## src/common/sleepy_pkg.sv

```systemverilog
// shared constants and state types for the sleepy child timeout block
// assumes a 10 MHz system clock feeding all users of this package
package sleepy_pkg;
    // clock and time units
    localparam int unsigned CLK_PERIOD_NS  = 100;
    localparam int unsigned MS_NS          = 1_000_000;
    localparam int unsigned MS_CYCLES      = (MS_NS + CLK_PERIOD_NS - 1) / CLK_PERIOD_NS;
    localparam int unsigned MS_PER_SP_UNIT = 10;
    // packet buffering timeout, in sleep period units
    localparam logic [18:0] BUF_NUM = 19'h00006;
    localparam logic [18:0] BUF_DEN = 19'h00005;
    localparam logic [11:0] BUF_MIN = 12'h078;
    localparam logic [11:0] BUF_MAX = 12'hbb8;
    // child poll timeout, in sleep period units
    localparam logic [33:0] POLL_MULT = 34'h000000003;
    localparam logic [33:0] POLL_MIN  = 34'h0000001f4;
    // acknowledgement timeout, in ms
    localparam logic [23:0] ACK_HOP_MS = 24'h000032;
    localparam logic [23:0] ACK_SP_MS  = 24'h00000c;
    localparam logic [23:0] ACK_MULT   = 24'h000003;
    localparam logic [1:0]  MAX_TRIES  = 2'h3;
    // sleep mode and line configuration codes
    localparam logic [2:0] SLEEP_CYCLIC     = 3'h4;
    localparam logic [2:0] SLEEP_CYCLIC_PIN = 3'h5;
    localparam logic [2:0] LINE_ADC         = 3'h2;
    localparam logic [2:0] LINE_DIN         = 3'h3;
    localparam logic [2:0] LINE_DOUT_LO     = 3'h4;
    localparam logic [2:0] LINE_DOUT_HI     = 3'h5;
    localparam int unsigned ADC_LINES       = 4;

    typedef enum logic [1:0] {TX_IDLE, TX_WAIT} tx_state_e;
    typedef enum logic [1:0] {DEV_OFF, DEV_SLEEP, DEV_AWAKE} dev_state_e;
endpackage

```

## src/rtl/tick_div.sv

```systemverilog
// tick divider: one-cycle tick every DIV steps
// assumes step is a one-cycle strobe on the same clock
`timescale 1ns/1ps
module tick_div #(
    parameter int unsigned DIV = 10
) (
    // clock and reset
    input  wire logic clock,
    input  wire logic rst,
    // step in, tick out
    input  wire logic step,
    output logic      tick
);
    localparam int unsigned W = (DIV > 1) ? $clog2(DIV) : 1;
    localparam logic [W-1:0] LAST = W'(DIV - 1);

    logic [W-1:0] cnt_q;
    logic [W-1:0] cnt_d;
    logic         tick_d;

    always_comb begin
        cnt_d  = cnt_q;
        tick_d = 1'b0;
        if (step) begin
            if (cnt_q == LAST) begin
                cnt_d  = '0;
                tick_d = 1'b1;
            end else begin
                cnt_d = cnt_q + W'(1);
            end
        end
    end

    always_ff @(posedge clock or posedge rst) begin
        if (rst) begin
            cnt_q <= '0;
            tick  <= 1'b0;
        end else begin
            cnt_q <= cnt_d;
            tick  <= tick_d;
        end
    end
endmodule

```

## src/rtl/sleepy_child_timeouts.sv

```systemverilog
// parent-side child timeouts, ack retry timing and end-device sleep cadence
// assumes settings are static between events and strobes are one-cycle pulses
// Function
// - hold a child's packet until it polls or its buffer timer expires
// - buffering timeout is 1.2 times sleep period, clamped 1.2 s to 30 s
// - each child keeps its own last-poll timer, refreshed on every poll
// - poll timeout is 3 times period times cycle count, at least 5 s
// - child silent past poll timeout loses its held packet
// - ack timeout to a router depends only on max unicast hops
// - ack timeout to end device is 3*(50*hops + 1.2*period)
// - on ack timeout retransmit, at most two more, stop on ack
// - sleep period counts 10 ms units
// - wake time and sample interval count 1 ms units
// - indication every N sleep cycles, and whenever radio data arrives while sleep select is cyclic (4 or 5)
// - emit one sample per interval while awake, then sleep
// - sleep select 4 is cyclic, 5 is cyclic with pin wake
// - sampling only when some line is enabled for sampling
// - line code 3 is a digital input that is sampled
`timescale 1ns/1ps
module sleepy_child_timeouts #(
    parameter int unsigned NUM_CHILDREN = 4,
    parameter int unsigned NUM_LINES    = 15,
    parameter int unsigned MS_CYCLES    = sleepy_pkg::MS_CYCLES
) (
    // clock and reset
    input  wire logic                          clock,
    input  wire logic                          rst,
    // settings
    input  wire logic [15:0]                   sleep_period,
    input  wire logic [15:0]                   sleep_cycle_count,
    input  wire logic [7:0]                    max_unicast_hops,
    input  wire logic [15:0]                   wake_time,
    input  wire logic [15:0]                   sample_interval,
    input  wire logic [2:0]                    sleep_select,
    input  wire logic [3*NUM_LINES-1:0]        line_config,
    // parent: packet and poll events
    input  wire logic                          pkt_arrive,
    input  wire logic [$clog2(NUM_CHILDREN)-1:0] pkt_child,
    input  wire logic                          poll_req,
    input  wire logic [$clog2(NUM_CHILDREN)-1:0] poll_child,
    output logic      [NUM_CHILDREN-1:0]       held,
    output logic      [NUM_CHILDREN-1:0]       child_alive,
    output logic      [NUM_CHILDREN-1:0]       pkt_release,
    output logic      [NUM_CHILDREN-1:0]       pkt_drop,
    // unicast acknowledgement timing
    input  wire logic                          tx_start,
    input  wire logic                          tx_to_end_device,
    input  wire logic                          ack_rcvd,
    output logic                               tx_busy,
    output logic                               tx_send,
    output logic                               tx_done,
    output logic                               tx_fail,
    // end-device sleep side
    input  wire logic                          pin_wake_n,
    input  wire logic                          rf_data_rx,
    output logic                               dev_awake,
    output logic                               on_indicator,
    output logic                               sample_strobe
);
    localparam int unsigned CW = $clog2(NUM_CHILDREN);

    ////////////////////////////////////////////////////////////////////////
    // time bases
    logic ms_tick;
    logic tick10;

    tick_div #(.DIV(MS_CYCLES)) u_ms (
        .clock (clock),
        .rst   (rst),
        .step  (1'b1),
        .tick  (ms_tick)
    );

    tick_div #(.DIV(sleepy_pkg::MS_PER_SP_UNIT)) u_sp (
        .clock (clock),
        .rst   (rst),
        .step  (ms_tick),
        .tick  (tick10)
    );

    ////////////////////////////////////////////////////////////////////////
    // timeout arithmetic
    logic [18:0] buf_raw;
    logic [11:0] buf_calc;
    logic [33:0] poll_raw;
    logic [33:0] poll_calc;
    logic [23:0] ack_calc;

    always_comb begin
        buf_raw = (19'(sleep_period) * sleepy_pkg::BUF_NUM) / sleepy_pkg::BUF_DEN;
        if (buf_raw < 19'(sleepy_pkg::BUF_MIN)) begin
            buf_calc = sleepy_pkg::BUF_MIN;
        end else if (buf_raw > 19'(sleepy_pkg::BUF_MAX)) begin
            buf_calc = sleepy_pkg::BUF_MAX;
        end else begin
            buf_calc = buf_raw[11:0];
        end
        poll_raw  = sleepy_pkg::POLL_MULT * 34'(sleep_period) * 34'(sleep_cycle_count);
        poll_calc = (poll_raw < sleepy_pkg::POLL_MIN) ? sleepy_pkg::POLL_MIN : poll_raw;
        ack_calc = sleepy_pkg::ACK_HOP_MS * 24'(max_unicast_hops);
        if (tx_to_end_device) begin
            ack_calc = sleepy_pkg::ACK_MULT
                     * (ack_calc + sleepy_pkg::ACK_SP_MS * 24'(sleep_period));
        end
    end

    ////////////////////////////////////////////////////////////////////////
    // per-child hold and timers
    logic [11:0]             buf_t_q   [NUM_CHILDREN];
    logic [11:0]             buf_t_d   [NUM_CHILDREN];
    logic [11:0]             buf_lim_q [NUM_CHILDREN];
    logic [11:0]             buf_lim_d [NUM_CHILDREN];
    logic [33:0]             poll_t_q  [NUM_CHILDREN];
    logic [33:0]             poll_t_d  [NUM_CHILDREN];
    logic [NUM_CHILDREN-1:0] held_q;
    logic [NUM_CHILDREN-1:0] held_d;
    logic [NUM_CHILDREN-1:0] rel_d;
    logic [NUM_CHILDREN-1:0] drop_d;

    always_comb begin
        for (int i = 0; i < NUM_CHILDREN; i++) begin
            held_d[i]    = held_q[i];
            buf_t_d[i]   = buf_t_q[i];
            buf_lim_d[i] = buf_lim_q[i];
            poll_t_d[i]  = poll_t_q[i];
            rel_d[i]     = 1'b0;
            drop_d[i]    = 1'b0;
            if (tick10 && buf_t_q[i] != '0) begin
                buf_t_d[i] = buf_t_q[i] - 12'h001;
            end
            if (tick10 && poll_t_q[i] != '0) begin
                poll_t_d[i] = poll_t_q[i] - 34'h000000001;
            end
            if (held_q[i] && tick10 && buf_t_q[i] == 12'h001) begin
                held_d[i] = 1'b0;
                drop_d[i] = 1'b1;
            end
            if (held_q[i] && tick10 && poll_t_q[i] == 34'h000000001) begin
                held_d[i] = 1'b0;
                drop_d[i] = 1'b1;
            end
            if (poll_req && poll_child == CW'(i)) begin
                poll_t_d[i]  = poll_calc;
                buf_lim_d[i] = buf_calc;
                if (held_q[i]) begin
                    held_d[i] = 1'b0;
                    rel_d[i]  = 1'b1;
                    drop_d[i] = 1'b0;
                end
            end
            // arrival holds, set wins over clear
            if (pkt_arrive && pkt_child == CW'(i)) begin
                held_d[i]  = 1'b1;
                buf_t_d[i] = buf_lim_q[i];
            end
        end
    end

    always_ff @(posedge clock or posedge rst) begin
        if (rst) begin
            for (int i = 0; i < NUM_CHILDREN; i++) begin
                buf_t_q[i]   <= '0;
                buf_lim_q[i] <= sleepy_pkg::BUF_MIN;
                poll_t_q[i]  <= '0;
            end
            held_q      <= '0;
            pkt_release <= '0;
            pkt_drop    <= '0;
        end else begin
            buf_t_q     <= buf_t_d;
            buf_lim_q   <= buf_lim_d;
            poll_t_q    <= poll_t_d;
            held_q      <= held_d;
            pkt_release <= rel_d;
            pkt_drop    <= drop_d;
        end
    end

    always_comb begin
        for (int i = 0; i < NUM_CHILDREN; i++) begin
            child_alive[i] = (poll_t_q[i] != '0);
        end
    end
    assign held = held_q;

    ////////////////////////////////////////////////////////////////////////
    // acknowledgement timeout and retries
    sleepy_pkg::tx_state_e tx_st_q;
    sleepy_pkg::tx_state_e tx_st_d;
    logic [23:0]           ack_t_q;
    logic [23:0]           ack_t_d;
    logic [23:0]           ack_lim_q;
    logic [23:0]           ack_lim_d;
    logic [1:0]            tries_q;
    logic [1:0]            tries_d;
    logic                  send_d;
    logic                  done_d;
    logic                  fail_d;

    always_comb begin
        tx_st_d   = tx_st_q;
        ack_t_d   = ack_t_q;
        ack_lim_d = ack_lim_q;
        tries_d   = tries_q;
        send_d    = 1'b0;
        done_d    = 1'b0;
        fail_d    = 1'b0;
        case (tx_st_q)
            sleepy_pkg::TX_IDLE: begin
                if (tx_start) begin
                    tx_st_d   = sleepy_pkg::TX_WAIT;
                    ack_t_d   = ack_calc;
                    ack_lim_d = ack_calc;
                    tries_d   = 2'h1;
                    send_d    = 1'b1;
                end
            end
            sleepy_pkg::TX_WAIT: begin
                if (ack_rcvd) begin
                    tx_st_d = sleepy_pkg::TX_IDLE;
                    done_d  = 1'b1;
                end else if (ms_tick) begin
                    if (ack_t_q > 24'h000001) begin
                        ack_t_d = ack_t_q - 24'h000001;
                    end else if (tries_q == sleepy_pkg::MAX_TRIES) begin
                        tx_st_d = sleepy_pkg::TX_IDLE;
                        fail_d  = 1'b1;
                    end else begin
                        ack_t_d = ack_lim_q;
                        tries_d = tries_q + 2'h1;
                        send_d  = 1'b1;
                    end
                end
            end
            default: tx_st_d = sleepy_pkg::TX_IDLE;
        endcase
    end

    always_ff @(posedge clock or posedge rst) begin
        if (rst) begin
            tx_st_q   <= sleepy_pkg::TX_IDLE;
            ack_t_q   <= '0;
            ack_lim_q <= '0;
            tries_q   <= '0;
            tx_send   <= 1'b0;
            tx_done   <= 1'b0;
            tx_fail   <= 1'b0;
        end else begin
            tx_st_q   <= tx_st_d;
            ack_t_q   <= ack_t_d;
            ack_lim_q <= ack_lim_d;
            tries_q   <= tries_d;
            tx_send   <= send_d;
            tx_done   <= done_d;
            tx_fail   <= fail_d;
        end
    end
    assign tx_busy = (tx_st_q == sleepy_pkg::TX_WAIT);

    ////////////////////////////////////////////////////////////////////////
    // end-device sleep cadence and sampling
    logic                   pin_s1_q;
    logic                   pin_s2_q;
    logic                   cyclic;
    logic                   pin_hit;
    logic                   samp_en;
    sleepy_pkg::dev_state_e dev_q;
    sleepy_pkg::dev_state_e dev_d;
    logic [15:0]            slp_q;
    logic [15:0]            slp_d;
    logic [15:0]            cyc_q;
    logic [15:0]            cyc_d;
    logic [15:0]            wk_q;
    logic [15:0]            wk_d;
    logic [15:0]            smp_q;
    logic [15:0]            smp_d;
    logic                   ind_q;
    logic                   ind_d;
    logic                   spulse_d;
    logic [2:0]             cfg;

    always_ff @(posedge clock or posedge rst) begin
        if (rst) begin
            pin_s1_q <= 1'b1;
            pin_s2_q <= 1'b1;
        end else begin
            pin_s1_q <= pin_wake_n;
            pin_s2_q <= pin_s1_q;
        end
    end

    always_comb begin
        cyclic  = (sleep_select == sleepy_pkg::SLEEP_CYCLIC)
               || (sleep_select == sleepy_pkg::SLEEP_CYCLIC_PIN);
        pin_hit = (sleep_select == sleepy_pkg::SLEEP_CYCLIC_PIN) && !pin_s2_q;
        samp_en = 1'b0;
        cfg     = '0;
        for (int i = 0; i < NUM_LINES; i++) begin
            cfg = line_config[3*i +: 3];
            if (cfg == sleepy_pkg::LINE_DIN || cfg == sleepy_pkg::LINE_DOUT_LO
                || cfg == sleepy_pkg::LINE_DOUT_HI
                || (cfg == sleepy_pkg::LINE_ADC && i < sleepy_pkg::ADC_LINES)) begin
                samp_en = 1'b1;
            end
        end
        samp_en = samp_en && (sample_interval != '0);
    end

    always_comb begin
        dev_d    = dev_q;
        slp_d    = slp_q;
        cyc_d    = cyc_q;
        wk_d     = wk_q;
        smp_d    = smp_q;
        ind_d    = ind_q;
        spulse_d = 1'b0;
        case (dev_q)
            sleepy_pkg::DEV_OFF: begin
                ind_d = 1'b0;
                if (cyclic) begin
                    dev_d = sleepy_pkg::DEV_SLEEP;
                    slp_d = sleep_period;
                end
            end
            sleepy_pkg::DEV_SLEEP: begin
                if (!cyclic) begin
                    dev_d = sleepy_pkg::DEV_OFF;
                // sleep counted in 10 ms ticks
                end else if ((tick10 && slp_q <= 16'h0001) || pin_hit) begin
                    dev_d    = sleepy_pkg::DEV_AWAKE;
                    wk_d     = wake_time;
                    smp_d    = sample_interval;
                    spulse_d = samp_en;
                    if (cyc_q + 16'h0001 >= sleep_cycle_count) begin
                        ind_d = 1'b1;
                        cyc_d = '0;
                    end else begin
                        cyc_d = cyc_q + 16'h0001;
                    end
                end else if (tick10) begin
                    slp_d = slp_q - 16'h0001;
                end
            end
            sleepy_pkg::DEV_AWAKE: begin
                if (!cyclic) begin
                    dev_d = sleepy_pkg::DEV_OFF;
                end else if (ms_tick) begin
                    // wake timer ends the awake time
                    if (wk_q <= 16'h0001) begin
                        dev_d = sleepy_pkg::DEV_SLEEP;
                        slp_d = sleep_period;
                        ind_d = 1'b0;
                    end else begin
                        wk_d = wk_q - 16'h0001;
                        if (samp_en && smp_q <= 16'h0001) begin
                            spulse_d = 1'b1;
                            smp_d    = sample_interval;
                        end else if (smp_q != '0) begin
                            smp_d = smp_q - 16'h0001;
                        end
                    end
                end
            end
            default: dev_d = sleepy_pkg::DEV_OFF;
        endcase
        if (rf_data_rx && dev_d != sleepy_pkg::DEV_OFF) begin
            ind_d = 1'b1;
        end
    end

    always_ff @(posedge clock or posedge rst) begin
        if (rst) begin
            dev_q         <= sleepy_pkg::DEV_OFF;
            slp_q         <= '0;
            cyc_q         <= '0;
            wk_q          <= '0;
            smp_q         <= '0;
            ind_q         <= 1'b0;
            sample_strobe <= 1'b0;
        end else begin
            dev_q         <= dev_d;
            slp_q         <= slp_d;
            cyc_q         <= cyc_d;
            wk_q          <= wk_d;
            smp_q         <= smp_d;
            ind_q         <= ind_d;
            sample_strobe <= spulse_d;
        end
    end
    assign on_indicator = ind_q;
    assign dev_awake    = (dev_q == sleepy_pkg::DEV_AWAKE);
endmodule

```

## config.mk

```make
export PLATFORM = sky130hd
export DESIGN_NAME = sleepy_child_timeouts
export DESIGN_NICKNAME = d
export VERILOG_FILES = /design/src/common/sleepy_pkg.sv /design/src/rtl/tick_div.sv /design/src/rtl/sleepy_child_timeouts.sv
export SDC_FILE = /design/constraint.sdc
export NUM_CORES = 2
export LEC_CHECK = 0
export BUFFER_PORTS_ARGS = -buffer_cell sky130_fd_sc_hd__buf_4
export CORE_ASPECT_RATIO = 0.8
export CORE_MARGIN = 2
export CORE_UTILIZATION = 55
export CTS_CLUSTER_SIZE = 8
export DETAILED_ROUTE_END_ITERATION = 7
export GPL_ROUTABILITY_DRIVEN = 0
export PLACE_DENSITY = 0.75
export SLEW_MARGIN = 15
export SYNTH_ARGS = -nofsm -noshare
export SYNTH_HDL_FRONTEND = slang
export SYNTH_SLANG_ARGS = --single-unit
```

## constraint.sdc

```tcl
create_clock -name clock -period 12.2 [get_ports clock]
set_clock_uncertainty 0.05 [all_clocks]
set_input_delay 1.83 -clock clock [delete_from_list [all_inputs] [get_ports clock]]
set_output_delay 1.83 -clock clock [all_outputs]
set_load 0.03 [all_outputs]
```

## Yosys cells after proc, flatten, opt, wreduce, memory -nomap -nowiden

Index checks and enable logic that the tools add are counted.

| storage, ports and cells | value |
|---|---|
| latch bits | 0 |
| RAM bits | 0 |
| output and inout bits | 23 |
| register bits | 389 |
| memories kept | 0 |
| word-level logic and storage cells | 428 |
| bits in read-only memories | 0 |
| bits of input ports | 133 |

| cells by class | value |
|---|---|
| $mul | 6 |
| add/subtract/negate cells | 17 |
| divide/modulo/power cells | 1 |
| eq/ne operators | 96 |
| bitwise operators | 0 |
| shift operators | 0 |
| reductions and logical operators | 106 |
| multiplexer cells | 159 |
| magnitude comparators | 8 |

Operator list:

| kind | number |
|---|---|
| two-way mux 16 bit | 20 |
| two-way mux 34 bit | 9 |
| == test 34 x 1 -> 1 bit, second input constant | 4 |
| nonzero test 34 bit | 4 |
| subtractor 34 x 1 -> 34 bit, second input constant | 4 |
| two-way mux 12 bit | 10 |
| two-way mux 24 bit | 5 |
| == test 3 bit, second input constant | 32 |
| two-way mux 1 bit | 87 |
| case mux 16 bit (2 select lines) | 2 |
| == test 3 x 2 -> 1 bit, second input constant | 19 |
| == test 12 x 1 -> 1 bit, second input constant | 4 |
| less-or-equal comparator 16 x 1 -> 1 bit, second input constant | 3 |
| case mux 16 bit (3 select lines) | 1 |
| case mux 24 bit (2 select lines) | 1 |
| nonzero test 12 bit | 4 |
| subtractor 12 x 1 -> 12 bit, second input constant | 4 |
| subtractor 16 x 1 -> 16 bit, second input constant | 3 |
| logical OR 1 bit | 36 |
| multiplier 2 x 16 -> 18 bit, first input constant | 2 |
| less-than comparator 34 x 9 -> 1 bit, second input constant | 1 |
| multiplier 18 x 16 -> 34 bit | 1 |
| logical AND 1 bit | 33 |
| nonzero test 16 bit | 2 |
| other kinds (43) | 102 |

## Depth between registers and ports, before layout

| logic depth | value |
|---|---|
| depth in word-level cells | 26 |
| mapped depth | 45 |

## By module

Synthesis repeated with hierarchy kept, for this count alone.

| second synthesis, totals | value |
|---|---|
| cells, all modules | 4256 |
| area, all modules | 35546.6 µm² |

Modules (own cells, without submodules):

| module | instances | area an instance (µm²) | cells an instance | sequential area each (µm²) |
|---|---|---|---|---|
| sleepy_child_timeouts | 1 | 34541.9 | 4167 | 9181.3 |
| tick_div at u_ms | 1 | 787.0 | 70 | 375.4 |
| tick_div at u_sp | 1 | 217.7 | 19 | 125.1 |

## Worst setup path after synthesis

Ideal clock, no wire load.

| timing | value |
|---|---|
| path type | input to register |
| from | in sleep_period[0] |
| to | reg poll_t_q[34] (netlist name) |
| cell stages on the path | 41 |
| data arrival time | 11.107 ns |
| setup slack | 0.907 ns |
| setup time | 0.136 ns |
| cells stage by stage | ha_1 > fa_1 > a211oi_1 > o21ai_2 > a31oi_1 > xor2_1 > inv_1 > clkbuf_1 > clkbuf_1 > buf_1 > nand2_1 > fa_1 > inv_1 > fa_1 > inv_1 > fa_1 > fa_1 > inv_1 > (+5 left out) > a21oi_1 > o21ai_0 > a21oi_1 > o21ai_0 > a21oi_1 > o21ai_0 > a21boi_0 > o21ai_0 > a21oi_1 > o21ai_0 > a21boi_0 > or4b_2 > nor3_1 > and4_1 > and4_1 > clkbuf_1 > nand3b_1 > o21ai_0 |

| on the way | value |
|---|---|
| word-level cells in the longest chain between the ends | 5 |

RTL lines:

| element | line | text |
|---|---|---|
| start, declared | sleepy_child_timeouts.sv:29 | `input wire logic [15:0] sleep_period,` |
| multiplier 2 x 16 -> 18 bit * | sleepy_child_timeouts.sv:98 | `poll_raw = sleepy_pkg::POLL_MULT * 34'(sleep_period) * 34'(sleep_cycle_count);` |
| multiplier 18 x 16 -> 34 bit * | sleepy_child_timeouts.sv:98 |  |
| less-than comparator 34 x 9 -> 1 bit | sleepy_child_timeouts.sv:99 | `poll_calc = (poll_raw < sleepy_pkg::POLL_MIN) ? sleepy_pkg::POLL_MIN : poll_raw;` |
| two-way mux 34 bit * | sleepy_child_timeouts.sv:99 |  |
| two-way mux 34 bit * | sleepy_child_timeouts.sv:142 | `if (poll_req && poll_child == CW'(i)) begin` |
| end signal, assigned | sleepy_child_timeouts.sv:172 | `poll_t_q <= poll_t_d;` |
| end, declared | sleepy_child_timeouts.sv:113 | `logic [33:0] poll_t_q [NUM_CHILDREN];` |

Mark *: on every way between the ends. The rest lies on a longest branch, timed or not.
A chain may end at the register's enable or synchronous reset.

## Worst setup path after layout

| timing | value |
|---|---|
| from | in sleep_period[12] |
| to | reg buf_lim_q[9] (netlist name) |

| on the way | value |
|---|---|
| word-level cells in the longest chain between the ends | 5 |
| elaborated cells between the ends (all ways) | 6 |

RTL lines:

| element | line | text |
|---|---|---|
| multiplier 16 x 2 -> 18 bit * | sleepy_child_timeouts.sv:90 | `buf_raw = (19'(sleep_period) * sleepy_pkg::BUF_NUM) / sleepy_pkg::BUF_DEN;` |
| divider 19 x 3 -> 19 bit * | sleepy_child_timeouts.sv:90 |  |
| greater-than comparator 19 x 12 -> 1 bit | sleepy_child_timeouts.sv:93 | `end else if (buf_raw > 19'(sleepy_pkg::BUF_MAX)) begin` |
| two-way mux 12 bit | sleepy_child_timeouts.sv:93 |  |
| two-way mux 12 bit * | sleepy_child_timeouts.sv:91 | `if (buf_raw < 19'(sleepy_pkg::BUF_MIN)) begin` |
| end signal, assigned by index | sleepy_child_timeouts.sv:163 | `buf_lim_q[i] <= sleepy_pkg::BUF_MIN;` |
| end signal, assigned | sleepy_child_timeouts.sv:171 | `buf_lim_q <= buf_lim_d;` |
| end, declared | sleepy_child_timeouts.sv:111 | `logic [11:0] buf_lim_q [NUM_CHILDREN];` |

Marks and branches as above.

==> summary.txt <==
Outcome
  • Status: finished, final reports clean

Synth
  • Seq/Total Area, Yosys: 0.273
  • Syn_area_per_cell: between 8 and 9 um^2
  • Synth area leaders: dfrtp_1 (26%), fa_1 (13%), ha_1 (8.3%), nand2_1 (6.4%), o21ai_0 (5.0%)
  • Yosys cell types: roughly 110
  • Mapped Nets: between 4k and 5k
  • Cell area after synthesis: roughly 0.036 mm^2
  • Largest area contributor in the netlist: dfrtp_1
  • Post-synth EDFFs: 0
  • Main combinational cell family by area after synthesis: adder cells
  • Most common cell in the synthesized netlist: nand2_1
  • Post-Synth XOR/XNOR Area: 0.0705
  • Adder-cell share of the synthesized area: 0.213
  • Post-synth top cells: nand2_1 (608), nor2_1 (392), inv_1 (389), dfrtp_1 (368), o21ai_0 (352)
  • Synth Flop Type: dfrtp_1
  • #FFs+latches synth: 386
  • Share of Yosys cell area claimed by the top area cell type: 0.259
  • Complex-gate fraction of the synthesized area: 0.166
  • Yosys Warn Count: 0
  • Syn Inst Count: between 4k and 5k
  • Fraction of registers with async set/reset: 1.00
  • Post-synthesis simple-gate area fraction: 0.202
  • Mux contribution to synthesized area: 0.0116

Clock network
  • PostCTS Resize Cnt: 0
  • CTS tree: yes
  • Clk Tree Root Cell: clkbuf_16
  • Cts hold-fix bufs: 0
  • H-tree Lvls: 2
  • Setup bufs post-CTS: 0
  • Clock buffer depth: 3
  • Clock transition at path regs: about 0.050 ns
  • Clock latency on the worst-skew pair: about 0.60 ns
  • CTS Buf Count: 54
  • Clock sinks: between 300 and 400

Setup path
  • Crit path top cell by count: mux2i_1
  • Reg2reg start: poll_t_q[37]$_DFFE_PP0P_
  • CP max FO: 24
  • Max incr delay on CP: approximately 0.58 ns
  • Crit path kind: input pin to register
  • Worst R2R Path Depth: 17
  • FF-to-FF End: poll_t_q[67]$_DFFE_PP0P_
  • CP max-delay cell: nor3_2
  • Crit path arrival time: between 10 and 15 ns
  • Req. time, crit path: about 13 ns
  • Crit path launch type: input pin
  • FF-to-FF setup slack: between 7 and 8 ns
  • CP Capture Type: register

Timing
  • Hold Vio Cnt, Final: 0
  • Period utilization: 0.928
  • Max-slew violations: 0
  • FMAX: 88.3 MHz
  • Unrepaired setup endpoints after global routing: no
  • Setup TNS: 0 ns
  • Least-Margin Pin Slew: roughly 1 ns
  • Final setup vio count: 0
  • Post-route minimum period: about 11 ns
  • Slew headroom: 0.320

Global route
  • Met2 Use GR: 0.438
  • First-pass GRT wire length: roughly 150000 um
  • Grt met3 use: 0.0476
  • Largest net degree at the start of global routing: slightly below 80
  • Initial antenna violation count: 1
  • GR Util met1: 0.426
  • Number of global-route vias before repair: 29.6k
  • Global-route usage over all layers: 0.287
  • Most crowded layer after global routing: met2
  • Total grt overflow: 0

Floorplanning
  • I/O pin cnt: roughly 160
  • Die X: approximately 290 um
  • Core region area: approximately 0.064 mm^2
  • Die H: approximately 230 um
  • Initial core utilization: 0.555
  • Cell row count: 83
  • Die area: ~0.067 mm^2

Hold path
  • Worst Hold Launch: pin_s1_q$_DFF_PP1_
  • Endpoint, Worst Hold: pin_s2_q$_DFF_PP1_
  • Hold WC Path Type: register to register
  • Hold Path Depth: 0

Route
  • Post-route ant nets: 0
  • DR DRC count: 0
  • DR pass1 iterations: 6
  • Final WL: roughly 95000 um
  • DR iter-0 viols: between 3k and 4k
  • DR vias/cell: 5.91
  • DR WL/cell: roughly 18 um
  • Via count: slightly above 30k

Layout
  • Final #Nets: about 5.0k
  • # diodes: 0
  • Area grow syn2layout: 10.4%
  • Share of layout cells above drive strength 1: 0.0916

Flow run
  • # Max-Cap Violations: 0

Place
  • IO Port Bufs: ~150
  • DP HPWL: 71200 um
==> state kept, by name (all words and copies together), names as in the netlist, 14 cells and up <==
register / cells
poll_t_q: 136
buf_lim_q: 48
buf_t_q: 48
ack_t_q: 24
ack_lim_q: 22
cyc_q: 16
slp_q: 16
smp_q: 16
wk_q: 16
u_ms.cnt_q: 14
==> logic make-up after synthesis <==
kind of cell             after synthesis
adder cells (fa/ha/maj)              467
multiplexers                          39
AND/OR/NAND/NOR                     1557
flip-flops                           386
AO/OA/AOI/OAI                        953
buffers and inverters                598
XOR/XNOR                             286
==> layout make-up <==
type                            instances  area [um^2]
Clock buffer                           97         1540
Clock inverter                          3         55.1
Fill cell                            5566        24800
Inverter                              397         1490
Multi-Input combinational cell       3302        23600
Sequential cell                       386         9680
Tap cell                              850         1060
Timing Repair Buffer                  238         1800
==> metal layers <==
layer,share of wire,up-vias
met5,0,-
met4,0.020,0
met3,0.083,154
met2,0.44,1136
met1,0.45,15100
li1,-,14800
==> per-stage QoR <==
| stage | instance area, um^2 | cells | hold WS [ns] | util | worst slack, ns |
|---|---|---|---|---|---|
| CTS | 39200 | 5273 | 0.310 | 0.613 | 1.04 |
| global placement | 37600 | 5173 | 0.296 | 0.588 | 0.687 |
| global route | 39200 | 5273 | 0.315 | 0.613 | 0.116 |
| detailed placement | 37600 | 5173 | 0.303 | 0.588 | 0.414 |
| finish | 39200 | 5273 | 0.307 | 0.613 | 0.875 |
| floorplan | 35500 | 4286 | 0.295 | - | 0.907 |
==> worst max path at each step <==
stage                                    end  cells past startpoint        startpoint
floorplan           poll_t_q[34]$_DFFE_PP0P_                     41   sleep_period[0]
global placement    poll_t_q[75]$_DFFE_PP0P_                     40   sleep_period[1]
detailed placement  poll_t_q[69]$_DFFE_PP0P_                     41   sleep_period[1]
CTS                 poll_t_q[69]$_DFFE_PP0P_                     41   sleep_period[1]
global route        poll_t_q[69]$_DFFE_PP0P_                     44   sleep_period[1]
finish              buf_lim_q[9]$_DFFE_PP0P_                     33  sleep_period[12]
==> cells in the final DEF (no fill, tap or decap), types with 12 or more instances in the layout <==
master	synthesis	layout
nand2_1	608	608
nor2_1	392	391
inv_1	389	388
dfrtp_1	368	368
o21ai_0	352	351
a21oi_1	256	256
buf_4	2	237
ha_1	235	234
fa_1	228	228
xnor2_1	154	153
xor2_1	132	132
nor3_1	121	121
nand3_1	83	82
nor4_1	70	69
clkbuf_16	0	55
a31oi_1	49	49
clkbuf_1	159	41
nand2b_1	37	37
nand4_1	37	37
and3_1	35	35
a21o_1	28	28
or3_1	26	26
and2_1	25	25
or4_1	24	24
nor2b_1	24	24
mux2i_1	22	22
o31ai_1	22	21
a211oi_1	22	21
o22ai_1	19	19
nand3b_1	18	18
o21bai_1	18	18
dfstp_2	18	18
mux2_2	17	17
o21ai_1	14	14
o211ai_1	14	14
o21a_1	13	13
o22a_1	12	12
==> critical path, delay by kind of cell <==
family	cells	cell delay (ns)
buffers and inverters	2	0.49
multiplexers	4	1.23
AO/OA/AOI/OAI	19	5.81
AND/OR/NAND/NOR	6	1.65
adder cells (fa/ha/maj)	2	0.66
Power is left out: the tool's default activity adds up to more than one toggle a clock period on the data nets, which glitch-free logic cannot reach.
